$ cat src/rtl/vic_pkg.sv
package vic_pkg;

  // ==========================================================
  // Sizes
  localparam int NUM_SRC = 32;
  localparam int IDX_W = 5;
  localparam int PRIO_W = 8;
  localparam int IMPL_W = 3;
  localparam int DEPTH_MAX = 8;
  localparam int DEPTH_W = 4;
  localparam int ADDR_W = 10;

  // ==========================================================
  // Register byte offsets
  localparam logic [ADDR_W-1:0] OFF_ENABLE = 10'h000;
  localparam logic [ADDR_W-1:0] OFF_EN_SET = 10'h004;
  localparam logic [ADDR_W-1:0] OFF_EN_CLR = 10'h008;
  localparam logic [ADDR_W-1:0] OFF_GMASK = 10'h00C;
  localparam logic [ADDR_W-1:0] OFF_GROUP = 10'h010;
  localparam logic [ADDR_W-1:0] OFF_PEND = 10'h014;
  localparam logic [ADDR_W-1:0] OFF_ACTIVE = 10'h018;
  localparam logic [ADDR_W-1:0] OFF_STATUS = 10'h01C;
  localparam logic [ADDR_W-1:0] OFF_VBASE = 10'h020;
  localparam logic [2:0] PRIO_PAGE = 3'h1;

  // ==========================================================
  // Field positions
  localparam int GMASK_BIT = 0;
  localparam int STAT_INIRQ_BIT = 0;
  localparam int STAT_PRIO_LSB = 4;
  localparam int STAT_DEPTH_LSB = 8;
  localparam int STAT_NUM_LSB = 16;

  // ==========================================================
  // Reset values
  localparam logic [NUM_SRC-1:0] RST_ENABLE = 32'h0000_0000;
  localparam logic RST_GMASK = 1'b0;
  localparam logic [2:0] RST_GROUP = 3'h7;
  localparam logic [31:0] RST_VBASE = 32'h0000_0000;
  localparam logic [PRIO_W-1:0] RST_PRIO = 8'h00;
  localparam logic [2:0] GROUP_MAX = 3'h3;

  typedef enum logic {BUS_IDLE, BUS_DONE} vic_bus_st_t;

endpackage

$ cat src/rtl/vic_arb_if.sv
`timescale 1ns/1ns
interface vic_arb_if;
  import vic_pkg::*;
  logic [NUM_SRC-1:0] cand;
  logic [IMPL_W-1:0] prio [NUM_SRC];
  logic win_vld;
  logic [IDX_W-1:0] win_idx;
  logic [IMPL_W-1:0] win_prio;
  modport arb (input cand, input prio, output win_vld, output win_idx, output win_prio);
  modport ctl (output cand, output prio, input win_vld, input win_idx, input win_prio);
endinterface

$ cat src/rtl/vic_arb.sv
`timescale 1ns/1ns
module vic_arb (
  input wire logic clk_i,
  input wire logic srst_i,
  vic_arb_if.arb arb
);
  import vic_pkg::*;

  // ==========================================================
  // Priority search, ascending index so ties keep the lowest number
  always_comb begin
    arb.win_vld = 1'b0;
    arb.win_idx = '0;
    arb.win_prio = '1;
    for (int i = 0; i < NUM_SRC; i++) begin
      if (arb.cand[i] && (!arb.win_vld || arb.prio[i] < arb.win_prio)) begin
        arb.win_vld = 1'b1;
        arb.win_idx = IDX_W'(i);
        arb.win_prio = arb.prio[i];
      end
    end
  end

  // ==========================================================
  // Checks
  logic better_seen;
  logic tie_lower;
  always_comb begin
    better_seen = 1'b0;
    tie_lower = 1'b0;
    for (int j = 0; j < NUM_SRC; j++) begin
      if (arb.cand[j] && arb.prio[j] < arb.win_prio) begin
        better_seen = 1'b1;
      end
      if (arb.cand[j] && arb.prio[j] == arb.win_prio && IDX_W'(j) < arb.win_idx) begin
        tie_lower = 1'b1;
      end
    end
  end

  win_any_a: assert property (@(posedge clk_i) disable iff (srst_i)
    (|arb.cand) == arb.win_vld) else $error("winner valid does not follow candidates");
  win_urgent_a: assert property (@(posedge clk_i) disable iff (srst_i)
    arb.win_vld |-> (arb.cand[arb.win_idx] && !better_seen))
    else $error("winner is not the most urgent candidate");
  win_tie_a: assert property (@(posedge clk_i) disable iff (srst_i)
    arb.win_vld |-> !tie_lower) else $error("tie not resolved to lowest number");

endmodule

$ cat src/rtl/vic_top.sv
`timescale 1ns/1ns
// Contract
// - Thirty-two source inputs resolved over eight hardware priority levels.
// - Per-source masks plus a global mask that leaves them untouched.
// - On acceptance the core gets the winner's handler address directly.
// - Strictly higher preemption priority interrupts a running lower handler.
// - Software grouping splits priority bits into preemption and subpriority.
// - Equal preemption, different subpriority: no preemption, tail chain instead.
// - Ties in priority go to the lowest interrupt number.
// - Track nesting; leave interrupt context only when all is served.
// - Smaller priority value is more urgent; zero is highest.
// - Only the upper three priority bits take part in arbitration.
// - Grouping settings three through seven behave identically.
// - Grouping read-back returns the preemption bit count.
// - Per-source enable, set or cleared singly; disabled sources not forwarded.
// - Controller enables never touch peripheral-side enables or masks.
module vic_top (
  input wire logic clk_i,
  input wire logic srst_i,
  input wire logic [vic_pkg::ADDR_W-1:0] avs_address_i,
  input wire logic avs_read_i,
  input wire logic avs_write_i,
  input wire logic [31:0] avs_writedata_i,
  input wire logic [3:0] avs_byteenable_i,
  output logic [31:0] avs_readdata_o,
  output logic avs_waitrequest_o,
  input wire logic [vic_pkg::NUM_SRC-1:0] irq_src_i,
  input wire logic irq_ack_i,
  input wire logic irq_eoi_i,
  output logic irq_req_o,
  output logic [vic_pkg::IDX_W-1:0] irq_num_o,
  output logic [31:0] irq_addr_o,
  output logic in_irq_o,
  output logic [vic_pkg::DEPTH_W-1:0] depth_o
);
  import vic_pkg::*;

  // ==========================================================
  // Helpers
  function automatic logic [31:0] be_merge(input logic [31:0] old_v,
                                           input logic [31:0] new_v,
                                           input logic [3:0] be);
    logic [31:0] res;
    res = old_v;
    for (int b = 0; b < 4; b++) begin
      if (be[b]) begin
        res[8*b +: 8] = new_v[8*b +: 8];
      end
    end
    return res;
  endfunction

  // Preemption bits sit at the top of the implemented field
  function automatic logic [IMPL_W-1:0] pre_mask(input logic [2:0] grp);
    case (grp)
      3'h0: pre_mask = 3'b000;
      3'h1: pre_mask = 3'b100;
      3'h2: pre_mask = 3'b110;
      default: pre_mask = 3'b111;
    endcase
  endfunction

  // ==========================================================
  // Source synchroniser
  logic [NUM_SRC-1:0] src_s1_reg;
  logic [NUM_SRC-1:0] src_s2_reg;
  always_ff @(posedge clk_i) begin
    if (srst_i) begin
      src_s1_reg <= '0;
      src_s2_reg <= '0;
    end else begin
      src_s1_reg <= irq_src_i;
      src_s2_reg <= src_s1_reg;
    end
  end

  // ==========================================================
  // Registers
  logic [NUM_SRC-1:0] en_reg;
  logic gmask_reg;
  logic [2:0] group_reg;
  logic [31:0] vbase_reg;
  logic [PRIO_W-1:0] prio_reg [NUM_SRC];
  logic [NUM_SRC-1:0] active_reg;
  logic [IDX_W-1:0] stk_idx_reg [DEPTH_MAX];
  logic [IMPL_W-1:0] stk_pri_reg [DEPTH_MAX];
  logic [DEPTH_W-1:0] depth_reg;
  logic irq_req_reg;
  logic [IDX_W-1:0] irq_num_reg;
  logic [IMPL_W-1:0] irq_pri_reg;
  logic [31:0] irq_addr_reg;
  logic in_irq_reg;
  vic_bus_st_t st_reg;
  logic wait_reg;
  logic [31:0] rdata_reg;

  // ==========================================================
  // Bus decode
  wire bus_req = avs_read_i || avs_write_i;
  wire wr_fire = (st_reg == BUS_DONE) && avs_write_i;
  wire prio_hit = (avs_address_i[9:7] == PRIO_PAGE);
  wire [IDX_W-1:0] prio_sel = avs_address_i[6:2];
  wire hit_enable = (avs_address_i == OFF_ENABLE);
  wire hit_en_set = (avs_address_i == OFF_EN_SET);
  wire hit_en_clr = (avs_address_i == OFF_EN_CLR);
  wire hit_gmask = (avs_address_i == OFF_GMASK);
  wire hit_group = (avs_address_i == OFF_GROUP);
  wire hit_vbase = (avs_address_i == OFF_VBASE);
  wire [31:0] wr_en_word = be_merge(32'h0000_0000, avs_writedata_i, avs_byteenable_i);
  wire [31:0] prio_word = be_merge({24'h00_0000, prio_reg[prio_sel]}, avs_writedata_i,
                                   avs_byteenable_i);
  wire [31:0] group_word = be_merge({29'h0, group_reg}, avs_writedata_i, avs_byteenable_i);
  wire [31:0] gmask_word = be_merge({31'h0, gmask_reg}, avs_writedata_i, avs_byteenable_i);

  // Grouping 3..7 all mean every implemented bit preempts
  wire [2:0] eff_group = (group_reg > GROUP_MAX) ? GROUP_MAX : group_reg;
  wire [IMPL_W-1:0] pmask = pre_mask(group_reg);

  // ==========================================================
  // Arbitration
  vic_arb_if arb_if ();
  wire [NUM_SRC-1:0] pend = src_s2_reg & en_reg;
  assign arb_if.cand = pend & ~active_reg;
  for (genvar g = 0; g < NUM_SRC; g++) begin : g_prio
    assign arb_if.prio[g] = prio_reg[g][PRIO_W-1 -: IMPL_W];
  end

  vic_arb u_arb (
    .clk_i(clk_i),
    .srst_i(srst_i),
    .arb(arb_if)
  );

  wire [DEPTH_W-1:0] top_pos = depth_reg - 4'h1;
  wire [IMPL_W-1:0] run_pre = stk_pri_reg[top_pos[2:0]] & pmask;
  wire [IMPL_W-1:0] win_pre = arb_if.win_prio & pmask;
  // Equal preemption never beats the running handler; it waits for the end
  wire beats = (depth_reg == 4'h0) || (win_pre < run_pre);
  wire take = irq_ack_i && irq_req_reg && (depth_reg != 4'(DEPTH_MAX));
  wire finish = irq_eoi_i && (depth_reg != 4'h0) && !take;
  // Request is dropped for one cycle around ack and end so the stack settles
  wire req_next = arb_if.win_vld && beats && !gmask_reg && !irq_ack_i && !irq_eoi_i;
  // Not gated by ack or end, so context does not blink off during a tail chain
  wire waiting = arb_if.win_vld && !gmask_reg;
  wire [DEPTH_W-1:0] depth_next = take ? depth_reg + 4'h1 :
                                  finish ? depth_reg - 4'h1 : depth_reg;

  // ==========================================================
  // Nesting stack
  always_ff @(posedge clk_i) begin
    if (srst_i) begin
      depth_reg <= '0;
      active_reg <= '0;
      for (int k = 0; k < DEPTH_MAX; k++) begin
        stk_idx_reg[k] <= '0;
        stk_pri_reg[k] <= '0;
      end
    end else begin
      depth_reg <= depth_next;
      if (take) begin
        stk_idx_reg[depth_reg[2:0]] <= irq_num_reg;
        stk_pri_reg[depth_reg[2:0]] <= irq_pri_reg;
        active_reg[irq_num_reg] <= 1'b1;
      end else if (finish) begin
        active_reg[stk_idx_reg[top_pos[2:0]]] <= 1'b0;
      end
    end
  end

  // ==========================================================
  // Core request outputs
  always_ff @(posedge clk_i) begin
    if (srst_i) begin
      irq_req_reg <= 1'b0;
      irq_num_reg <= '0;
      irq_pri_reg <= '0;
      irq_addr_reg <= '0;
      in_irq_reg <= 1'b0;
    end else begin
      irq_req_reg <= req_next;
      irq_num_reg <= arb_if.win_idx;
      irq_pri_reg <= arb_if.win_prio;
      irq_addr_reg <= vbase_reg + {25'h000_0000, arb_if.win_idx, 2'b00};
      // Tail chaining keeps context alive while a request is waiting
      in_irq_reg <= (depth_next != 4'h0) || waiting;
    end
  end

  // ==========================================================
  // Configuration registers
  always_ff @(posedge clk_i) begin
    if (srst_i) begin
      en_reg <= RST_ENABLE;
      gmask_reg <= RST_GMASK;
      group_reg <= RST_GROUP;
      vbase_reg <= RST_VBASE;
      for (int k = 0; k < NUM_SRC; k++) begin
        prio_reg[k] <= RST_PRIO;
      end
    end else if (wr_fire) begin
      // Only this block's own enables change; sources keep their own masks
      if (hit_enable) begin
        en_reg <= be_merge(en_reg, avs_writedata_i, avs_byteenable_i);
      end
      if (hit_en_set) begin
        en_reg <= en_reg | wr_en_word;
      end
      if (hit_en_clr) begin
        en_reg <= en_reg & ~wr_en_word;
      end
      if (hit_gmask) begin
        gmask_reg <= gmask_word[GMASK_BIT];
      end
      if (hit_group) begin
        group_reg <= group_word[2:0];
      end
      if (hit_vbase) begin
        vbase_reg <= be_merge(vbase_reg, avs_writedata_i, avs_byteenable_i);
      end
      if (prio_hit) begin
        prio_reg[prio_sel] <= prio_word[PRIO_W-1:0];
      end
    end
  end

  // ==========================================================
  // Read mux; unmapped addresses read zero
  wire [31:0] status_word = {11'h000, irq_num_reg, 4'h0, depth_reg, 1'b0,
                             stk_pri_reg[top_pos[2:0]], 3'h0, in_irq_reg};
  wire [31:0] rd_mux =
    hit_enable ? en_reg :
    hit_en_set ? en_reg :
    hit_en_clr ? en_reg :
    hit_gmask ? {31'h0, gmask_reg} :
    hit_group ? {29'h0, eff_group} :
    (avs_address_i == OFF_PEND) ? pend :
    (avs_address_i == OFF_ACTIVE) ? active_reg :
    (avs_address_i == OFF_STATUS) ? status_word :
    hit_vbase ? vbase_reg :
    prio_hit ? {24'h00_0000, prio_reg[prio_sel]} :
    32'h0000_0000;

  // ==========================================================
  // Avalon slave: one wait cycle, then a one-cycle answer
  always_ff @(posedge clk_i) begin
    if (srst_i) begin
      st_reg <= BUS_IDLE;
      wait_reg <= 1'b1;
      rdata_reg <= '0;
    end else begin
      case (st_reg)
        BUS_IDLE: begin
          if (bus_req) begin
            st_reg <= BUS_DONE;
            wait_reg <= 1'b0;
            rdata_reg <= rd_mux;
          end
        end
        BUS_DONE: begin
          st_reg <= BUS_IDLE;
          wait_reg <= 1'b1;
        end
        default: begin
          st_reg <= BUS_IDLE;
          wait_reg <= 1'b1;
        end
      endcase
    end
  end

  assign avs_readdata_o = rdata_reg;
  assign avs_waitrequest_o = wait_reg;
  assign irq_req_o = irq_req_reg;
  assign irq_num_o = irq_num_reg;
  assign irq_addr_o = irq_addr_reg;
  assign in_irq_o = in_irq_reg;
  assign depth_o = depth_reg;

  // ==========================================================
  // Checks
  gmask_block_a: assert property (@(posedge clk_i) disable iff (srst_i)
    gmask_reg |=> !irq_req_reg) else $error("request passed the global mask");

  gmask_keep_a: assert property (@(posedge clk_i) disable iff (srst_i)
    (wr_fire && hit_gmask) |=> en_reg == $past(en_reg))
    else $error("global mask write changed source enables");

  vec_addr_a: assert property (@(posedge clk_i) disable iff (srst_i)
    (irq_req_reg && $stable(vbase_reg)) |->
      irq_addr_reg == vbase_reg + {25'h000_0000, irq_num_reg, 2'b00})
    else $error("handler address does not match the presented source");

  no_preempt_a: assert property (@(posedge clk_i) disable iff (srst_i)
    (!beats && !(wr_fire && hit_group)) |=> !irq_req_reg)
    else $error("request raised without beating the running handler");

  en_gate_a: assert property (@(posedge clk_i) disable iff (srst_i)
    req_next |-> (en_reg[arb_if.win_idx] && src_s2_reg[arb_if.win_idx]))
    else $error("disabled or idle source forwarded");

  push_depth_a: assert property (@(posedge clk_i) disable iff (srst_i)
    take |=> (depth_reg == $past(depth_reg) + 4'h1) && !irq_req_reg && in_irq_reg)
    else $error("acceptance did not nest");

  pop_depth_a: assert property (@(posedge clk_i) disable iff (srst_i)
    finish |=> (depth_reg == $past(depth_reg) - 4'h1) && (active_reg != $past(active_reg)))
    else $error("handler end did not unwind");

  group_read_a: assert property (@(posedge clk_i) disable iff (srst_i)
    (st_reg == BUS_IDLE && avs_read_i && hit_group) |=>
      rdata_reg == {29'h0, (($past(group_reg) > 3'h3) ? 3'h3 : $past(group_reg))})
    else $error("grouping read-back wrong");

  bus_ans_a: assert property (@(posedge clk_i) disable iff (srst_i)
    (st_reg == BUS_IDLE && bus_req) |=> !avs_waitrequest_o ##1 avs_waitrequest_o)
    else $error("bus answer timing wrong");

  preempt_strict_a: assert property (@(posedge clk_i) disable iff (srst_i)
    (irq_req_reg && depth_reg != 4'h0 && $stable(group_reg)) |->
      (irq_pri_reg & pmask) < run_pre)
    else $error("request shown without strictly better preemption");

  ctx_nested_a: assert property (@(posedge clk_i) disable iff (srst_i)
    (depth_reg != 4'h0) |-> in_irq_reg) else $error("context left while handlers nested");

  ctx_chain_a: assert property (@(posedge clk_i) disable iff (srst_i)
    (finish && depth_reg == 4'h1 && waiting) |=> in_irq_reg)
    else $error("context dropped while a source waits");

  depth_cap_a: assert property (@(posedge clk_i) disable iff (srst_i)
    depth_reg <= 4'(DEPTH_MAX)) else $error("nesting deeper than the stack");

  group_full_a: assert property (@(posedge clk_i) disable iff (srst_i)
    (group_reg >= 3'h3) |-> pmask == 3'h7) else $error("grouping above three still splits");

  active_skip_a: assert property (@(posedge clk_i) disable iff (srst_i)
    irq_req_reg |-> !active_reg[irq_num_reg]) else $error("active handler requested again");

  en_clear_a: assert property (@(posedge clk_i) disable iff (srst_i)
    (wr_fire && hit_en_clr) |=> (en_reg & $past(wr_en_word)) == '0)
    else $error("enable clear left a bit set");

endmodule

$ cat config.mk
export PLATFORM = sky130hd
export DESIGN_NAME = vic_top
export DESIGN_NICKNAME = d
export VERILOG_FILES = /design/src/rtl/vic_pkg.sv /design/src/rtl/vic_arb_if.sv /design/src/rtl/vic_arb.sv /design/src/rtl/vic_top.sv
export SDC_FILE = /design/constraint.sdc
export NUM_CORES = 1
export LEC_CHECK = 0
export BUFFER_PORTS_ARGS = -buffer_cell sky130_fd_sc_hd__buf_2
export CAP_MARGIN = 20
export CORE_ASPECT_RATIO = 0.7
export CORE_MARGIN = 4
export CORE_UTILIZATION = 30
export DETAILED_ROUTE_END_ITERATION = 12
export SYNTH_ARGS = -nofsm -noshare
export SYNTH_HDL_FRONTEND = slang
export SYNTH_SLANG_ARGS = --single-unit
$ cat constraint.sdc
create_clock -name clk_i -period 36.2 [get_ports clk_i]
set_input_delay 7.24 -clock clk_i [delete_from_list [all_inputs] [get_ports clk_i]]
set_output_delay 7.24 -clock clk_i [all_outputs]
set_load 0.01 [all_outputs]
==> results_tabular.tex <==
\begin{tabular}{lr}
\hline
Metric & Value \\
\hline
\multicolumn{2}{l}{\textbf{Global routing}} \\
Global-route usage over all layers & 18.4\% \\
Overall overflow remaining after global route & 0 \\
Antenna violations before repair & 7 \\
Vias in the first global route & 23000 \\
First-pass GRT wire length & 149000 um \\
Largest net degree at the start of global routing & 90 \\
\multicolumn{2}{l}{\textbf{Yosys}} \\
Combined area of all synthesized cells & 0.0297 mm2 \\
Adder-cell area share of the yosys netlist & 2.10\% \\
Synth Area in Compound Gates & 17.5\% \\
Number of flip-flops and latches in the synthesized netlist & 564 \\
Post-Synth Simple-Gate Area & 19.5\% \\
Area fraction of the dominant cell type after synthesis & 32.3\% \\
Post-Syn Area per Cell & 10.2 um2 \\
Number of distinct library cells after synthesis & 127 \\
Count of flip-flops with a built-in enable after synthesis & 320 \\
Dominant combinational cell family by area after synthesis & simple AND/OR/NAND/NOR gates \\
Post-synthesis net count & 3050 \\
Parity-gate share of the synthesized area counting xor and xnor cells & 0.855\% \\
Primary flip-flop cell chosen by synthesis mapping & sky130\_fd\_sc\_hd\_\_edfxtp\_1 \\
Proportion of synthesized area in mux cells & 8.30\% \\
Sequential cell area fraction in the yosys report & 48.8\% \\
Cell types occupying the most area after synthesis & sky130\_fd\_sc\_hd\_\_edfxtp\_1, sky130\_fd\_sc\_hd\_\_dfxtp\_1, sky130\_fd\_sc\_hd\_\_nor2\_1, sky130\_fd\_sc\_hd\_\_mux4\_2, sky130\_fd\_sc\_hd\_\_nand2\_1 \\
Count of warnings emitted by yosys & 0 \\
Instance count of the mapped netlist & 2924 \\
Cell taking the most area after synthesis & sky130\_fd\_sc\_hd\_\_edfxtp\_1 \\
Async set-reset flop share out of synthesis & 0\% \\
\multicolumn{2}{l}{\textbf{Die}} \\
IO Count & 160 \\
Core box area & 0.0981 mm2 \\
Total Die Area & 0.104 mm2 \\
Std-Cell Rows & 96 \\
Vertical die dimension & 271 um \\
Starting utilization of the core area & 30.3\% \\
Die W & 384 um \\
\multicolumn{2}{l}{\textbf{Clocking}} \\
Insertion delay of the later-clocked pin in the worst-skew pair & 0.64 ns \\
Clock sinks & 564 \\
Clock H-tree levels & 2 \\
Num CTS Buffers & 52 \\
Root Buffer Master & sky130\_fd\_sc\_hd\_\_clkbuf\_16 \\
Clock tree from TritonCTS & yes \\
Clk slew on worst S/H paths & 0.07 ns \\
Maximum clock insertion buffer count & 3 \\
\multicolumn{2}{l}{\textbf{Finish}} \\
Most common cell after layout, fill and taps aside & sky130\_fd\_sc\_hd\_\_nor2\_1 \\
Layout net count & 3326 \\
Number of standard cells in the final layout excluding fillers & 4569 \\
Top library cells by usage in the layout, fill and taps aside & sky130\_fd\_sc\_hd\_\_nor2\_1, sky130\_fd\_sc\_hd\_\_edfxtp\_1, sky130\_fd\_sc\_hd\_\_dfxtp\_1, sky130\_fd\_sc\_hd\_\_buf\_4, sky130\_fd\_sc\_hd\_\_nand2\_1 \\
P\&R area growth vs syn & 19.9\% \\
Largest register FFs & 256 \\
Fraction of layout cells with a size suffix above 1 & 23.9\% \\
Finished Cell Area & 0.0356 mm2 \\
\multicolumn{2}{l}{\textbf{Job}} \\
Number of max-capacitance violations reported & 0 \\
\multicolumn{2}{l}{\textbf{Routing}} \\
TritonRoute pass-1 iters & 5 \\
Avg WL per Cell & 22.2 um \\
Violation count after the first detailed-routing iteration & 2909 \\
Post-detailed-route DRC marker count & 0 \\
Vias per cell & 5.50 \\
Number of nets still failing antenna checks after routing & 0 \\
Total number of vias & 25100 \\
Overall routed net length & 101000 um \\
\multicolumn{2}{l}{\textbf{Setup path}} \\
Critical path arrival & 35.46 ns \\
Req. time, crit path & 36.76 ns \\
FF-to-FF setup slack & 1.31 ns \\
Cell seen most often among critical-path stages & sky130\_fd\_sc\_hd\_\_ha\_1 \\
Worst-path maximum fanout & 6 \\
Delay of the slowest critical-path stage & 0.48 ns \\
Kind of cell adding the most delay to the critical path & compound AO/OA/AOI/OAI gates \\
Crit path buffers/inverters & 28 \\
Startpoint class of the critical path & register \\
Sort of element at the end of the critical path & register \\
Crit path max-delay cell type & sky130\_fd\_sc\_hd\_\_or4b\_4 \\
Kind of critical path & register to register \\
\multicolumn{2}{l}{\textbf{Timing}} \\
Setup TNS & 0 ns \\
Final min period & 34.89 ns \\
Post-route clock period utilization & 96.4\% \\
Fin. Hold Viols & 0 \\
Setup Viol. Count Final & 0 \\
Max-Slew Margin vs Limit & 13.0\% \\
Total count of max-transition violations in the final report & 0 \\
Actual slew at the worst max-slew pin & 1.29 ns \\
Highest achievable clock rate & 0.0287 GHz \\
Clock skew after layout & 0.0250 ns \\
Worst hold margin & 0.443 ns \\
\multicolumn{2}{l}{\textbf{Power and ir drop}} \\
Part of the total power dissipated in combinational logic & 15.9\% \\
Worst vdd rail ir drop & 0.0420 mV \\
Sequential power share & 47.5\% \\
Cell Int Power & 1.07 mW \\
Static leakage & 13.8 nW \\
Net switching fraction of the power & 29.2\% \\
Power spent charging and discharging nets & 439 uW \\
Total power draw & 1.51 mW \\
Power density cells & 42.3 mW/mm2 \\
Portion of total power attributed to the clock network & 36.6\% \\
\multicolumn{2}{l}{\textbf{Placed design}} \\
DP Wirelength & 73900 um \\
Placed Instance Area & 0.0327 mm2 \\
Placed cells & 4391 \\
Final Wtd Congestion & 0.949 \\
Number of input and output port buffers inserted & 159 \\
\multicolumn{2}{l}{\textbf{Run status}} \\
Status & complete, no violations \\
\multicolumn{2}{l}{\textbf{Hold path}} \\
Worst hold path type & register to register \\
\hline
\end{tabular}
-- worst register-to-register path: cells and delay by family (launching register included) --
kind / cells / cell delay (ns)
AND/OR/NAND/NOR: 56 / 7.77
buffers and inverters: 28 / 2.11
flip-flops: 1 / 0.33
AO/OA/AOI/OAI: 85 / 13.19
multiplexers: 17 / 4.00
adder cells (fa/ha/maj): 31 / 7.45
-- stage by stage --
step,utilization [%],setup WS (ns)
finish,36.3,1.31
CTS,35.2,0.0310
global placement,33.3,0.126
global route,36.3,-0.587
detailed placement,33.3,-0.846
floorplan,-,0.00306
-- per-layer routing --
layer  up-vias  part of all wire, %  track usage, %  wire, um
met2      1169                   40            25.3     41000
li1      11300                    -               -         -
met3       126                   10            4.37     10400
met4         4                  1.6            3.33      1580
met1     12500                   48            29.1     48300
met5         -                0.027               0        27
-- logic make-up (layout without fill, tap and decap cells) --
group | count (synthesis) | count (layout)
AO/OA/AOI/OAI | 708 | 709
XOR/XNOR | 29 | 29
adder cells (fa/ha/maj) | 51 | 51
buffers and inverters | 230 | 549
flip-flops | 564 | 564
multiplexers | 138 | 138
other | 0 | 2
AND/OR/NAND/NOR | 1204 | 1204
-- synth_stat cells (all sizes together) (19+ instances only) --
library cell and count:
nor2 499, edfxtp 320, dfxtp 244, nand2 213
a21oi 155, o21ai 146, clkbuf 132, nor2b 93
a22oi 84, and2 84, mux4 80, inv 76
nand3 73, a21o 63, nor3 57, mux2i 44
ha 41, nand2b 37, nand3b 36, a221o 26
a221oi 24, or2 22, buf 21, xor2 21
a211oi 19
-- worst paths after layout --
check	startpoint	end	depth (start not counted)
worst max-delay path	active_reg[1]	irq_addr_o[31]	217
worst max register to register	active_reg[1]	irq_addr_o[31]	217
worst min-delay path	src_s1_reg[11]	src_s2_reg[11]	1
worst min register to register	src_s1_reg[11]	src_s2_reg[11]	1
-- layout make-up --
cell class / count / area, um2
antenna: 2 / 5.00
clock buffer: 73 / 1450
clock inverter: 25 / 201
fill: 9769 / 62500
inverter: 77 / 290
multi-input combinational: 2131 / 15100
sequential: 564 / 14500
tap: 1323 / 1660
timing repair buffer: 374 / 2450
-- timing repair --
action / CTS / global route
resized for setup: 34 / 133
hold buffers: 0 / 0
buffers inserted: 7 / 65
gates cloned: 1 / 2
pin swaps: 7 / 85
endpoints found under the setup margin: 30 / 39
-- power groups by stage --
stage	Combinational (mW)	Clock, mW	Sequential, mW
finish	0.239	0.552	0.715
global route	0.253	0.585	0.717
floorplan	0.141	0	0.720
global placement	0.229	0	0.728
CTS	0.231	0.560	0.714
detailed placement	0.230	0	0.728
No activity file was read; power rests on OpenSTA's default activity.
